[src/core/pvt_pkg.sv]
/*
 * pvt_pkg: constants of the periodic interval timer: register map,
 * field positions, reset values and the divide-by-16 tick.
 * Assumes a 32-bit AHB-Lite bus with word-aligned registers.
 */
// Functional notes
// - a 20-bit interval counter and a 12-bit elapsed counter advance on a clock/16 tick.
// - the interval counter counts up from zero, wraps to zero at the limit and bumps the elapsed count.
// - every wrap sets the period flag, and the interrupt is high while that flag, its enable and the irq mask bit are all set.
// - writing a new limit leaves both counters untouched.
// - reading the acknowledging value register returns both counts, then clears the elapsed count and the flag unless a wrap lands in the same cycle.
// - reading the peek register returns the same counts with no side effect.
// - a change of the enable bit only takes effect while the interval counter is zero.
// - once disabled the counter runs on to the limit, wraps to zero and stays there until enabled.
// - reset leaves the timer disabled and the mode register at limit 0xFFFFF with both enables clear.
// - both counters freeze while the core is in debug state.
// - one interval lasts limit plus one ticks.
// - mode holds the limit in bits 19..0, the timer enable in bit 24 and the interrupt enable in bit 25.
// - value and peek return the interval count in bits 19..0 and the elapsed count in bits 31..20.
// - the elapsed field counts periods since the last acknowledging read; the flag is status bit 0.
package pvt_pkg;
    localparam int unsigned CNT_W        = 20;
    localparam int unsigned ELAPSED_W    = 12;
    localparam int unsigned PRESC_W      = 4;
    localparam logic [3:0]  PRESC_LAST   = 4'hf;

    localparam logic [7:0]  OFS_MODE     = 8'h00;
    localparam logic [7:0]  OFS_STATUS   = 8'h04;
    localparam logic [7:0]  OFS_VAL_ACK  = 8'h08;
    localparam logic [7:0]  OFS_VAL_PEEK = 8'h0c;
    localparam logic [7:0]  OFS_IRQ_MASK = 8'h10;

    localparam int unsigned BIT_TEN      = 24;
    localparam int unsigned BIT_IEN      = 25;
    localparam int unsigned BIT_FLAG     = 0;
    localparam int unsigned BIT_ELAPSED  = 20;

    localparam logic [19:0] RST_LIMIT    = 20'hf_ffff;
    localparam logic        RST_TEN      = 1'b0;
    localparam logic        RST_IEN      = 1'b0;
    localparam logic        RST_MASK     = 1'b1;

    localparam logic [1:0]  HTRANS_NONSEQ = 2'b10;
endpackage

[src/core/pvt_top.sv]
/*
 * pvt_top: periodic interval timer with an AHB-Lite register slave.
 * Assumes a single master, sys_clk at 25 MHz, and debug_halt coming
 * from core logic on the same clock.
 */
`timescale 1ns/100ps
`default_nettype none
module pvt_top (
    // clock, reset, enable
    input  wire logic                     sys_clk,
    input  wire logic                     rstn,
    input  wire logic                     ce,
    // core status
    input  wire logic                     debug_halt,
    // ahb-lite slave
    input  wire logic                     hsel,
    input  wire logic [31:0]              haddr,
    input  wire logic [1:0]               htrans,
    input  wire logic                     hwrite,
    input  wire logic [2:0]               hsize,
    input  wire logic [31:0]              hwdata,
    input  wire logic                     hready,
    output logic                          hreadyout,
    output logic                          hresp,
    output logic [31:0]                   hrdata,
    // interrupt
    output logic                          tick_irq
);
    import pvt_pkg::*;

    function automatic logic [31:0] pvt_pack_value(input logic [11:0] el, input logic [19:0] cv);
        pvt_pack_value = {el, cv};
    endfunction

    // gray along idle -> data phase -> idle
    typedef enum logic [1:0] {
        PVT_BUS_IDLE = 2'b00,
        PVT_BUS_RD   = 2'b01,
        PVT_BUS_WR   = 2'b10
    } pvt_bus_t;

    logic [3:0]           presc_q;
    logic [CNT_W-1:0]     interval_count_q;
    logic [ELAPSED_W-1:0] elapsed_interval_count_q;
    logic                 period_reached_flag_q;
    logic [CNT_W-1:0]     interval_limit_q;
    logic                 timer_enable_bit_q;
    logic                 tick_irq_enable_q;
    logic                 irq_mask_q;
    logic                 irq_q;
    pvt_bus_t             bus_state_q;
    pvt_bus_t             bus_state_d;
    logic [7:0]           addr_q;
    logic                 hreadyout_q;
    logic                 hresp_q;
    logic [31:0]          hrdata_q;

    logic                 accept;
    logic                 rd_do;
    logic                 wr_do;
    logic                 ack_rd;
    logic                 peek_rd;
    logic                 mode_wr;
    logic                 status_w1c;
    logic                 tick;
    logic                 run;
    logic                 wrap;

    // bus decode; upper address bits are not decoded, so the map aliases
    assign accept     = hsel && hready && (htrans == HTRANS_NONSEQ || htrans == 2'b11);
    assign rd_do      = bus_state_q == PVT_BUS_RD;
    assign wr_do      = bus_state_q == PVT_BUS_WR;
    assign ack_rd     = ce && rd_do && addr_q == OFS_VAL_ACK;
    assign peek_rd    = ce && rd_do && addr_q == OFS_VAL_PEEK;
    assign mode_wr    = ce && wr_do && addr_q == OFS_MODE;
    assign status_w1c = ce && wr_do && addr_q == OFS_STATUS && hwdata[BIT_FLAG];

    // divided tick; the prescaler stops with the counters in debug
    assign tick = ce && !debug_halt && presc_q == PRESC_LAST;
    // a zero count with enable low is the only idle point
    assign run  = interval_count_q != '0 || timer_enable_bit_q;
    assign wrap = tick && run && interval_count_q == interval_limit_q;

    always_ff @(posedge sys_clk or negedge rstn) begin
        if (!rstn) begin
            presc_q <= '0;
        end else if (ce && !debug_halt) begin
            presc_q <= presc_q + 4'h1;
        end
    end

    always_ff @(posedge sys_clk or negedge rstn) begin
        if (!rstn) begin
            interval_count_q <= '0;
        end else if (tick && run) begin
            if (wrap) begin
                interval_count_q <= '0;
            end else begin
                interval_count_q <= interval_count_q + 20'h0_0001;
            end
        end
    end

    // increment beats the acknowledge clear, so no period is lost
    always_ff @(posedge sys_clk or negedge rstn) begin
        if (!rstn) begin
            elapsed_interval_count_q <= '0;
        end else if (wrap && ack_rd) begin
            elapsed_interval_count_q <= 12'h001;
        end else if (wrap) begin
            elapsed_interval_count_q <= elapsed_interval_count_q + 12'h001;
        end else if (ack_rd) begin
            elapsed_interval_count_q <= '0;
        end
    end

    always_ff @(posedge sys_clk or negedge rstn) begin
        if (!rstn) begin
            period_reached_flag_q <= 1'b0;
        end else if (wrap) begin
            period_reached_flag_q <= 1'b1;
        end else if (ack_rd || status_w1c) begin
            period_reached_flag_q <= 1'b0;
        end
    end

    // mode write touches only mode fields, never the counters
    always_ff @(posedge sys_clk or negedge rstn) begin
        if (!rstn) begin
            interval_limit_q   <= RST_LIMIT;
            timer_enable_bit_q <= RST_TEN;
            tick_irq_enable_q  <= RST_IEN;
        end else if (mode_wr) begin
            interval_limit_q   <= hwdata[CNT_W-1:0];
            timer_enable_bit_q <= hwdata[BIT_TEN];
            tick_irq_enable_q  <= hwdata[BIT_IEN];
        end
    end

    always_ff @(posedge sys_clk or negedge rstn) begin
        if (!rstn) begin
            irq_mask_q <= RST_MASK;
        end else if (ce && wr_do && addr_q == OFS_IRQ_MASK) begin
            irq_mask_q <= hwdata[BIT_FLAG];
        end
    end

    // registered level: one cycle behind the flag
    always_ff @(posedge sys_clk or negedge rstn) begin
        if (!rstn) begin
            irq_q <= 1'b0;
        end else if (ce) begin
            irq_q <= period_reached_flag_q && tick_irq_enable_q && irq_mask_q;
        end
    end

    // next bus phase; a data phase always lasts one cycle
    always_comb begin
        bus_state_d = bus_state_q;
        case (bus_state_q)
            PVT_BUS_IDLE: begin
                if (accept) begin
                    bus_state_d = hwrite ? PVT_BUS_WR : PVT_BUS_RD;
                end
            end
            PVT_BUS_RD, PVT_BUS_WR: begin
                if (accept) begin
                    bus_state_d = hwrite ? PVT_BUS_WR : PVT_BUS_RD;
                end else begin
                    bus_state_d = PVT_BUS_IDLE;
                end
            end
            default: begin
                bus_state_d = PVT_BUS_IDLE;
            end
        endcase
    end

    // one wait state per transfer keeps hrdata straight from a flop
    always_ff @(posedge sys_clk or negedge rstn) begin
        if (!rstn) begin
            bus_state_q <= PVT_BUS_IDLE;
            addr_q      <= '0;
            hreadyout_q <= 1'b1;
        end else if (ce) begin
            bus_state_q <= bus_state_d;
            if (accept) begin
                addr_q      <= haddr[7:0];
                hreadyout_q <= 1'b0;
            end else begin
                hreadyout_q <= 1'b1;
            end
        end
    end

    always_ff @(posedge sys_clk or negedge rstn) begin
        if (!rstn) begin
            hresp_q <= 1'b0;
        end else if (ce) begin
            hresp_q <= 1'b0;
        end
    end

    always_ff @(posedge sys_clk or negedge rstn) begin
        if (!rstn) begin
            hrdata_q <= '0;
        end else if (ce && rd_do) begin
            case (addr_q)
                OFS_MODE: begin
                    hrdata_q <= {6'h00, tick_irq_enable_q, timer_enable_bit_q,
                                 4'h0, interval_limit_q};
                end
                OFS_STATUS: begin
                    hrdata_q <= {31'h0, period_reached_flag_q};
                end
                OFS_VAL_ACK: begin
                    hrdata_q <= pvt_pack_value(elapsed_interval_count_q, interval_count_q);
                end
                OFS_VAL_PEEK: begin
                    hrdata_q <= pvt_pack_value(elapsed_interval_count_q, interval_count_q);
                end
                OFS_IRQ_MASK: begin
                    hrdata_q <= {31'h0, irq_mask_q};
                end
                default: begin
                    hrdata_q <= '0;
                end
            endcase
        end
    end

    assign hreadyout = hreadyout_q;
    assign hresp     = hresp_q;
    assign hrdata    = hrdata_q;
    assign tick_irq  = irq_q;
endmodule
`default_nettype wire

[config.mk]
export PLATFORM = sky130hd
export DESIGN_NAME = pvt_top
export DESIGN_NICKNAME = d
export VERILOG_FILES = /design/src/core/pvt_pkg.sv /design/src/core/pvt_top.sv
export SDC_FILE = /design/constraint.sdc
export NUM_CORES = 1
export LEC_CHECK = 0
export BUFFER_PORTS_ARGS = -buffer_cell sky130_fd_sc_hd__buf_2
export CAP_MARGIN = 20
export CORE_MARGIN = 8
export CORE_UTILIZATION = 39
export CTS_BUF_LIST = sky130_fd_sc_hd__clkbuf_4 sky130_fd_sc_hd__clkbuf_8
export CTS_CLUSTER_DIAMETER = 40
export DETAILED_ROUTE_END_ITERATION = 10
export PLACE_DENSITY = 0.69
export SYNTH_ARGS = -nofsm -noshare
export SYNTH_HDL_FRONTEND = slang
export SYNTH_SLANG_ARGS = --single-unit
[constraint.sdc]
create_clock -name sys_clk -period 2.5 [get_ports sys_clk]
set_input_delay 0.5 -clock sys_clk [delete_from_list [all_inputs] [get_ports sys_clk]]
set_output_delay 0.5 -clock sys_clk [all_outputs]
set_load 0.05 [all_outputs]
==> results.md, run 1 <==
- Area of the multi-input gates: between 0.002 and 0.0025 mm²
- Post-route DRC: 0
- Core ar.: roughly 0.013 mm²
- Final Max Tran Viols: 0
- Post-synth top area share: approximately two fifths
- DR pass1 iterations: 4
- Critical Path RT: ~2.8 ns
- Final setup vio count: 0
- Clock root cell: clkbuf_8
- CTS max path bufs: 2
- Count of final hold-check violations: 0
- Avg Synthesized Cell Area: approximately 10 µm²
- Total Routing Usage GR: 14.8%
- I/O pins: 111
- Layout cell share with drive strength beyond 1: between 20% and 30%
- Vias: around 3900
- Nets@finish: roughly 650
- Power Density: 670 mW/mm²
- Critical path type: reg -> reg
- Port Buffers: between 70 and 80
- Final wirelength: between 10000 and 15000 µm
- Die H: between 100 and 150 µm
- Synth unique cells: 47
- Leak: 2.85 nW
- Most frequent cells in the layout: dfrtp_1, nand2_1, buf_2
- Pin count of the biggest net entering global routing: 48
- First-pass GRT wire length: approximately 20000 µm
- RSZ-0062 raised after global routing: false
- Startpoint types: flop
- Worst Setup End Kind: flop
- Outcome: finished clean
- Vias in the first global route: 3875
- Crit path max fanout: 22
- Sequential fraction of the synthesis area: 51.3%
- Gr ovfl total: 0
- Final antenna-violating net count: 0
- DR vias/cell: 5.18
- Clock Sinks: ~100
- Worst slew pin tran: roughly 0.64 ns
- Post-DP HPWL: between 8000 and 9000 µm
- Seq cells post-synth: 104
- ANT cells: 0
- FF/Latch Area: between 0.002 and 0.003 mm²
- CTS Buf Count: 9
- Fill cells: 1249
- Maximum vdd drop: 0.000279 V
- Clock transition at the registers of the reported paths: around 0.1 ns
- Syn_nets: ~580
- Initial antenna violation count: 0
- Commonest non-fill, non-tap cell in the layout: dfrtp_1
- WL/cell: about 16 µm
- Area delta synth->final: 17.8%
- Rel. slew slack: 57.4%
- Critical Path AT: approximately 2.6 ns
- Asr flop ratio synth: 100%
- Die W: roughly 130 µm
- DP Cell Count: around 730
- YS warnings: 0
- Area contributors post-synth: dfrtp_1, dfstp_2, xor2_1
- Post-route clock period utilization: slightly above 90%
- MaxCap Viol Count: 0
- RD Place Congestion: slightly below 0.9
- Iter 0 DRT Violations: roughly 180
- Die footprint: 0.0171 mm²
- Post-Synthesis Cells: between 400 and 500
- Area leader, netlist: dfrtp_1
- Hold WC Path Type: in -> async
- Clock Skews: ~0.013 ns
- Post-synth top flop: dfrtp_1
- Cell Count, Final, Fillers Out: between 700 and 800
- FP Rows: 42
- H-tree depth: 3
- Hold slack final: about 0.13 ns
- Clk Latency, worst-skew pair: around 0.38 ns
- Minimum clock period: approximately 2.3 ns
- Initial Util: between 30% and 40%
- Post-synth EDFFs: 0
- CTS tree: done
- Max Freq: approximately 0.43 GHz
- Final Util: ~46%
- Setup_tns: 0 ns
- Mapped Area: approximately 0.005 mm²
- Post-CTS Setup Repair Bufs: 0
==> routing by layer <==
metal	up-vias	global-route usage, %	share of wire [%]
met5	-	0	0
met4	0	6.08	1.6
met3	14	3.61	6.7
met2	97	22.1	44
met1	1888	20.1	48
li1	1873	-	-
==> final timing paths <==
kind                            start                    to  slack, ns  depth (start not counted)
setup / recovery            addr_q[1]     tick_irq_enable_q       0.18                          6
hold / removal                   rstn            hrdata[16]       0.13                          1
setup reg to reg            addr_q[1]     tick_irq_enable_q       0.18                          6
hold reg to reg             hrdata[8]             hrdata[8]       0.48                          2
max in group asynchronous        rstn  interval_limit_q[13]       1.70                          2
min in group sys_clk       hwdata[24]    timer_enable_bit_q       0.33                          2
==> cell usage after synthesis (all sizes together), types with 10 or more instances <==
| cell | number |
|---|---|
| a22oi | 22 |
| clkbuf | 26 |
| dfrtp | 82 |
| dfstp | 22 |
| inv | 10 |
| mux2 | 32 |
| mux2i | 11 |
| nand2 | 70 |
| nand2b | 12 |
| nand3 | 13 |
| nand4 | 16 |
| nor2 | 26 |
| nor3 | 11 |
| nor4 | 16 |
| o21ai | 38 |
| xor2 | 37 |
==> power by group <==
part	leakage (nW)	internal [W]	switching [W]
logic	1.37	0.000270	0.000350
registers	1.34	0.00187	0.000155
clock network	0.137	0.000800	0.000599
total	2.85	0.00294	0.00110
==> flip-flops by register name (all words and copies together) (netlist names) <==
name / count
addr_q: 8
bus_state_q: 2
elapsed_interval_count_q: 12
hrdata: 32
hreadyout: 1
interval_count_q: 20
interval_limit_q: 20
irq_mask_q: 1
period_reached_flag_q: 1
presc_q: 4
tick_irq: 1
tick_irq_enable_q: 1
timer_enable_bit_q: 1
==> metrics by stage <==
stage | power (W) | instance area (µm²) | setup slack (ns)
2_1_floorplan | 0.00242 | 5130 | 0.232
3_3_place_gp | 0.00264 | 5770 | 0.208
3_5_place_dp | 0.00268 | 5770 | 0.175
4_1_cts | 0.00408 | 6040 | 0.167
5_1_grt | 0.00427 | 6040 | 0.0684
6_report | 0.00405 | 6040 | 0.181
==> what timing repair did <==
item,4_1_cts,5_1_grt
hold buffers,0,0
setup endpoints to repair,0,1
resized for setup,0,1
endpoints found under the hold margin,0,0
==> logic make-up (layout without fill, tap and decap cells) <==
group | count (synthesis) | in the layout | share of synthesized area, %
flops | 104 | 104 | 51.3
other cells | 1 | 1 | 0.0731
mux | 43 | 43 | 9.17
xor+xnor | 41 | 41 | 7.00
fa+ha+maj | 8 | 8 | 1.95
compound gates | 74 | 74 | 9.05
simple gates | 184 | 184 | 17.7
buf+inv | 44 | 117 | 3.80
==> final cells by class <==
type	instances	share of cell area, %
clock buffer	10	2.28
clock inverter	6	2.28
timing repair buffer	91	9.23
inverter	10	0.621
multi-input combinational	351	38.4
tap	176	3.64
sequential	104	43.5
==> critical path, cell delays in order, from the launching register on <==
cell and delay, ns:
dfrtp_1 0.39, or4_4 0.57, or3_1 0.36, nor3_2 0.13, and3_1 0.22, buf_12 0.20
mux2_1 0.33
Note: power is estimated with default switching activity, not from simulation.
==> inputs of run 2 (changes only) <==
- CORE_MARGIN: 8 -> 4
- CTS_BUF_LIST: sky130_fd_sc_hd__clkbuf_4 sky130_fd_sc_hd__clkbuf_8 -> sky130_fd_sc_hd__clkbuf_8
==> run 2 against run 1 <==
Compared with the run above: global-route usage increased by 2.2 points; via count is essentially flat; clock power down 26%.
==> results.md, run 2 (synthesis results as in run 1) <==
- Outcome: finished clean
- Critical Path AT: 2.59 ns (about the same)
- DR vias/cell: 5.20 (+0.45%)
- CTS tree: done
- Worst Setup End Kind: flop
- FF-to-FF Start: addr_q[1]
- Critical Path RT: 2.77 ns (about the same)
- Crit path max fanout: 22 (unchanged)
- Port Buffers: 71 (unchanged)
- Final Max Tran Viols: 0 (unchanged)
- Reg-to-reg critical path endpoint: tick_irq_enable_q
- Worst slew pin tran: 0.502 ns (-0.137 ns)
- Iter 0 DRT Violations: 235 (+32%)
- Layout cell share with drive strength beyond 1: 25.3% (-0.22 points)
- FF/Latch Area: 0.00263 mm² (unchanged)
- Initial antenna violation count: 0 (unchanged)
- CP top delay family: simple AND/OR/NAND/NOR gates
- Area of the multi-input gates: 0.00232 mm² (unchanged)
- Vias: 3874 (+0.052%)
- Setup_tns: 0 ns (unchanged)
- Total Routing Usage GR: 17.0% (+2.2 points)
- Post-route clock period utilization: 92.9% (+0.15 points)
- Pin count of the biggest net entering global routing: 55 (+15%)
- Hold WC Path Type: in -> reg
- Hold path cells: 2
- CP max stage cell: or4_4
- Maximum vdd drop: 0.000305 V (+9.4%)
- Final antenna-violating net count: 0 (unchanged)
- Power Density: 617 mW/mm² (-7.8%)
- Setup slack, reg-to-reg: 0.18 ns (about the same)
- Initial Util: 40.2% (+0.80 points)
- I/O pins: 111 (unchanged)
- FP Rows: 41 (-2.4%)
- Hold EP: timer_enable_bit_q
- Most frequent cells in the layout: dfrtp_1, nand2_1, buf_2
- Rel. slew slack: 66.5% (+9.0 points)
- Area delta synth->final: 16.2%
- Clock Sinks: 104 (unchanged)
- Critical path type: reg -> reg
- Clock Skews: 0.0119 ns (-0.00154 ns)
- Buf/Inv on CP: 1 (unchanged)
- Max Freq: 0.430 GHz (-0.17%)
- Die H: 123 µm (-6.1%)
- Final setup vio count: 0 (unchanged)
- Fill cells: 1232 (-1.4%)
- Largest register FFs: 32 (unchanged)
- CTS Buf Count: 9 (unchanged)
- CTS max path bufs: 2 (unchanged)
- Commonest non-fill, non-tap cell in the layout: dfrtp_1
- Die W: 123 µm (-6.1%)
- Cells along the critical path: or4_4 > or3_1 > nor3_2 > and3_1 > buf_12 > mux2_1
- DP Cell Count: 728 (-0.55%)
- Minimum clock period: 2.32 ns (+0.00384 ns)
- Post-CTS Setup Repair Bufs: 0 (unchanged)
- Count of final hold-check violations: 0 (unchanged)
- Vias in the first global route: 3972 (+2.5%)
- Cell Count, Final, Fillers Out: 745 (-0.40%)
- Core ar.: 0.0128 mm² (-2.0%)
- Clk Latency, worst-skew pair: 0.37 ns (about the same)
- ANT cells: 0 (unchanged)
- DR pass1 iterations: 4 (unchanged)
- Leak: 2.81 nW (-1.4%)
- Post-route DRC: 0 (unchanged)
- H-tree depth: 3 (unchanged)
- Final Util: 46.7% (+0.29 points)
- RSZ-0062 raised after global routing: false
- Clock root cell: clkbuf_8
- Die footprint: 0.0151 mm² (-12%)
- Final wirelength: 11800 µm (-2.7%)
- R2r worst-path depth: 6 (unchanged)
- RD Place Congestion: 0.908 (+4.6%)
- WL/cell: 15.8 µm (-2.3%)
- Gr ovfl total: 0 (unchanged)
- MaxCap Viol Count: 0 (unchanged)
- Min-delay src: hwdata[24]
- Startpoint types: flop
- Nets@finish: 652 (+0.15%)
- Worst path max stage delay: 0.57 ns (about the same)
- First-pass GRT wire length: 20000 µm (+0.90%)
- Clock transition at the registers of the reported paths: 0.10 ns (about the same)
- Post-DP HPWL: 8650 µm (-1.9%)
-- run 2: cell count changes in the layout (fill, tap and decap cells not counted), sizes merged --
cell and change:
clkinvlp +2, clkbuf -1, inv -1, dlygate4sd3 +1
clkinv +3, bufinv -3
-- run 2: area by class of cell --
class	instances	area share, %
inverters	10	0.630
well taps	172	3.61
clock inverters	7	1.07
multi-input cells	351	39.0
repair buffers	92	9.53
clock buffers	9	2.08
flip-flops and latches	104	44.1
-- run 2: timing repair --
| item | in CTS | in global routing |
|---|---|---|
| hold buffers | 1 | 0 |
| resized for setup | 0 | 1 |
| endpoints found under the setup margin | 0 | 11 |
| endpoints found under the hold margin | 7 | 0 |
-- run 2: through the flow --
stage | power (W) | setup WS (ns) | area, µm² | hold slack (ns)
finish | 0.00368 | 0.177 | 5960 | 0.330
global route | 0.00389 | 0.0725 | 5960 | 0.319
CTS | 0.00372 | 0.111 | 5960 | 0.315
detailed placement | 0.00268 | 0.163 | 5760 | 0.415
global placement | 0.00263 | 0.213 | 5760 | 0.410
floorplan | 0.00242 | 0.232 | 5130 | 0.204
-- run 2: worst max path at each step --
stage | to | start | cells after the start
2_1_floorplan | tick_irq_enable_q | addr_q[1] | 7
3_3_place_gp | tick_irq_enable_q | addr_q[1] | 6
3_5_place_dp | interval_count_q[1] | interval_count_q[1] | 8
4_1_cts | interval_count_q[1] | interval_count_q[1] | 8
5_1_grt | interval_count_q[1] | interval_count_q[1] | 8
6_report | tick_irq_enable_q | addr_q[1] | 6
-- run 2: routing by layer --
layer,part of all wire [%],track usage [%],up-vias
met3,7.0,3.23,9
met1,46,23.6,1863
met2,45,26.5,116
li1,-,-,1886
met4,1.5,6.44,0
met5,0,0,-
-- run 2: worst reg2reg max path, stage by stage, from the launching register on --
cell	delay, ns
dfrtp_1	0.39
or4_4	0.57
or3_1	0.37
nor3_2	0.14
and3_1	0.23
buf_12	0.19
mux2_1	0.33
-- run 2: report_power, final --
part,total [W],internal [W],switching [W]
combinational,0.000624,0.000262,0.000362
sequential,0.00203,0.00187,0.000155
clock,0.00103,0.000454,0.000572
total,0.00368,0.00259,0.00109
==> inputs of run 3 (changes only) <==
- ABC_AREA: unset -> 1
==> run 3 against run 2 <==
Compared with the run above: utilization is 1.2 points lower; largest cell class unchanged; via count grew 26%; cell count is 31% higher; count of clock-buffer cells in the layout is 1 higher; final area up 7.2%; global-route usage increased by 0.85 points; sequential cell count did not move; maximum frequency up 10%; hold slack got worse by 0.011 ns; wire length up 21%.
==> results.md, run 3 <==
- Most frequent cells in the layout: nand2_1, inv_1, dfrtp_1
- Clk Latency, worst-skew pair: 0.39 ns (+0.02 ns)
- Largest register FFs: 32 (unchanged)
- Critical Path AT: 2.44 ns (-0.15 ns)
- FP Rows: 43 (+4.9%)
- RSZ-0062 raised after global routing: false
- Core ar.: 0.0140 mm² (+9.9%)
- Post-CTS Setup Repair Bufs: 0 (unchanged)
- Power Density: 609 mW/mm² (-1.4%)
- Post-synth top flop: dfrtp_1
- Mapped Area: 0.00565 mm² (+10%)
- Post-route DRC: 0 (unchanged)
- Sequential fraction of the synthesis area: 46.5% (-4.7 points)
- Clock power share: 27.5% (-0.4 points)
- Post-route clock period utilization: 84.5% (-8.4 points)
- Sw frac: 32.3% (+2.7 points)
- Final instance area: 0.00639 mm² (+7.2%)
- Synth unique cells: 32 (-32%)
- Startpoint types: flop
- Post-Synthesis Cells: 730 (+46%)
- CTS max path bufs: 2 (unchanged)
- Final Max Tran Viols: 0 (unchanged)
- Sequential share of power: 52.1% (-3.1 points)
- Syn_nets: 814 (+40%)
- DR vias/cell: 5.00 (-3.8%)
- Comb power frac: 20.4% (+3.4 points)
- Maximum vdd drop: 0.000397 V (+30%)
- Hold WC Path Type: in -> reg
- Iter 0 DRT Violations: 273 (+16%)
- Max Freq: 0.473 GHz (+10%)
- Area contributors post-synth: dfrtp_1, nand2_1, dfstp_2
- Pin count of the biggest net entering global routing: 58 (+5.5%)
- ANT cells: 0 (unchanged)
- Synth top cells by count: nand2_1, inv_1, dfrtp_1
- Port Buffers: 71 (unchanged)
- Initial Util: 40.2% (+0.068 points)
- Area delta synth->final: 13.1%
- Die footprint: 0.0165 mm² (+9.4%)
- Setup_tns: 0 ns (unchanged)
- Fill cells: 1423 (+16%)
- YS warnings: 0 (unchanged)
- Commonest non-fill, non-tap cell in the layout: nand2_1
- Post-synth top area share: 36.3% (-3.7 points)
- Placed inst area: 0.00618 mm² (+7.4%)
- Total Routing Usage GR: 17.8% (+0.85 points)
- RD Place Congestion: 0.917 (+1.1%)
- Worst slew pin tran: 0.572 ns (+0.0699 ns)
- P_sw: 0.00126 W (+16%)
- Final Util: 45.5% (-1.2 points)
- Nets@finish: 876 (+34%)
- Critical Path RT: 2.82 ns (+0.05 ns)
- Hold slack final: 0.319 ns (-0.0109 ns)
- Pwr Total: 0.00389 W (+5.7%)
- Critical path type: reg -> reg
- CTS Buf Count: 9 (unchanged)
- # resized after CTS: 0 (unchanged)
- Layout cell share with drive strength beyond 1: 17.2% (-8.1 points)
- Final antenna-violating net count: 0 (unchanged)
- Post-DP HPWL: 10500 µm (+21%)
- Area leader, netlist: dfrtp_1
- H-tree depth: 3 (unchanged)
- Crit path max fanout: 7 (-68%)
- Die W: 128 µm (+4.6%)
- Final wirelength: 14200 µm (+21%)
- Rel. slew slack: 61.9% (-4.6 points)
- Minimum clock period: 2.11 ns (-0.211 ns)
- Worst Setup End Kind: flop
- Outcome: finished clean
- Clock root cell: clkbuf_8
- Internal power: 0.00263 W (+1.6%)
- Avg Synthesized Cell Area: 7.74 µm² (-25%)
- Gr ovfl total: 0 (unchanged)
- Clock Skews: 0.0143 ns (+0.00244 ns)
- Post-synth EDFFs: 0 (unchanged)
- Count of final hold-check violations: 0 (unchanged)
- Clock transition at the registers of the reported paths: 0.09 ns (about the same)
- I/O pins: 111 (unchanged)
- MaxCap Viol Count: 0 (unchanged)
- First-pass GRT wire length: 23200 µm (+16%)
- Vias: 4887 (+26%)
- Vias in the first global route: 4549 (+15%)
- DR pass1 iterations: 5 (+1)
- Die H: 128 µm (+4.6%)
- Most common cell in the synthesized netlist: nand2_1
- CTS tree: done
- Leak: 3.36 nW (+20%)
- Initial antenna violation count: 0 (unchanged)
- WL/cell: 14.5 µm (-8.0%)
- Hold Buf Count CTS: 1 (unchanged)
- Clock Sinks: 104 (unchanged)
- Seq cells post-synth: 104 (unchanged)
- Final setup vio count: 0 (unchanged)
- Asr flop ratio synth: 100% (unchanged)
[run 3: cell count changes in the layout (fill, tap and decap cells not counted), sizes merged, moves of 11 or more]
cell	change
a21oi	+22
a22oi	-12
inv	+79
mux2	-25
mux2i	-11
nand2	+133
nand2b	-12
nand3	+47
nor2	+50
nor4	-16
xor2	-16
[run 3: final timing paths]
| kind | startpoint | end | slack (ns) | cells after the start |
|---|---|---|---|---|
| worst max-delay path | addr_q[2] | hrdata[11] | 0.39 | 7 |
| max in group asynchronous | rstn | interval_limit_q[5] | 1.26 | 3 |
| min in group asynchronous | rstn | interval_count_q[16] | 0.52 | 2 |
| worst max register to register | addr_q[2] | hrdata[11] | 0.39 | 7 |
| worst min-delay path | haddr[0] | addr_q[0] | 0.32 | 3 |
| worst min register to register | hrdata[24] | hrdata[24] | 0.49 | 2 |
[run 3: power by group through the flow]
stage	combinational [W]	clock, W	sequential (W)
2_1_floorplan	0.000497	0	0.00209
3_3_place_gp	0.000776	0	0.00205
3_5_place_dp	0.000792	0	0.00206
4_1_cts	0.000803	0.00110	0.00203
5_1_grt	0.000912	0.00117	0.00205
6_report	0.000795	0.00107	0.00203
[run 3: routing by layer]
layer  wire length [µm]  track usage [%]  vias up
met1               6770             25.7     2290
met3               1080             5.35       14
met2               6110             26.2      149
li1                   -                -     2434
met4                224             4.81        0
met5                  0                0        -
[run 3: cells by family after synthesis]
logic type      synth area share, %
fa+ha+maj                      1.77
buf+inv                        9.08
flops                          46.5
simple gates                   27.2
compound gates                 8.50
xor+xnor                       5.43
other cells                  0.0664
mux                            1.40
[run 3: worst max-delay path: stages, from the launching register on]
cell     delay [ns]
dfrtp_1        0.41
inv_1          0.13
nand2_1        0.09
nor2_1         0.40
nand3_1        0.22
a21oi_1        0.53
nand2_1        0.19
nand2_1        0.09
[run 3: cell type report]
type                    instances  area [µm²]  share of cell area, %
repair buffers                 86         498                   7.79
flip-flops and latches        104        2630                   41.1
clock inverters                 6        60.1                  0.940
well taps                     180         225                   3.52
inverters                      89         334                   5.23
clock buffers                  10         138                   2.15
multi-input cells             502        2510                   39.2
[run 3: through the flow]
stage | worst slack (ns) | std cells
2_1_floorplan | 0.746 | 730
3_3_place_gp | 0.358 | 960
3_5_place_dp | 0.359 | 960
4_1_cts | 0.415 | 977
5_1_grt | 0.179 | 977
6_report | 0.387 | 977
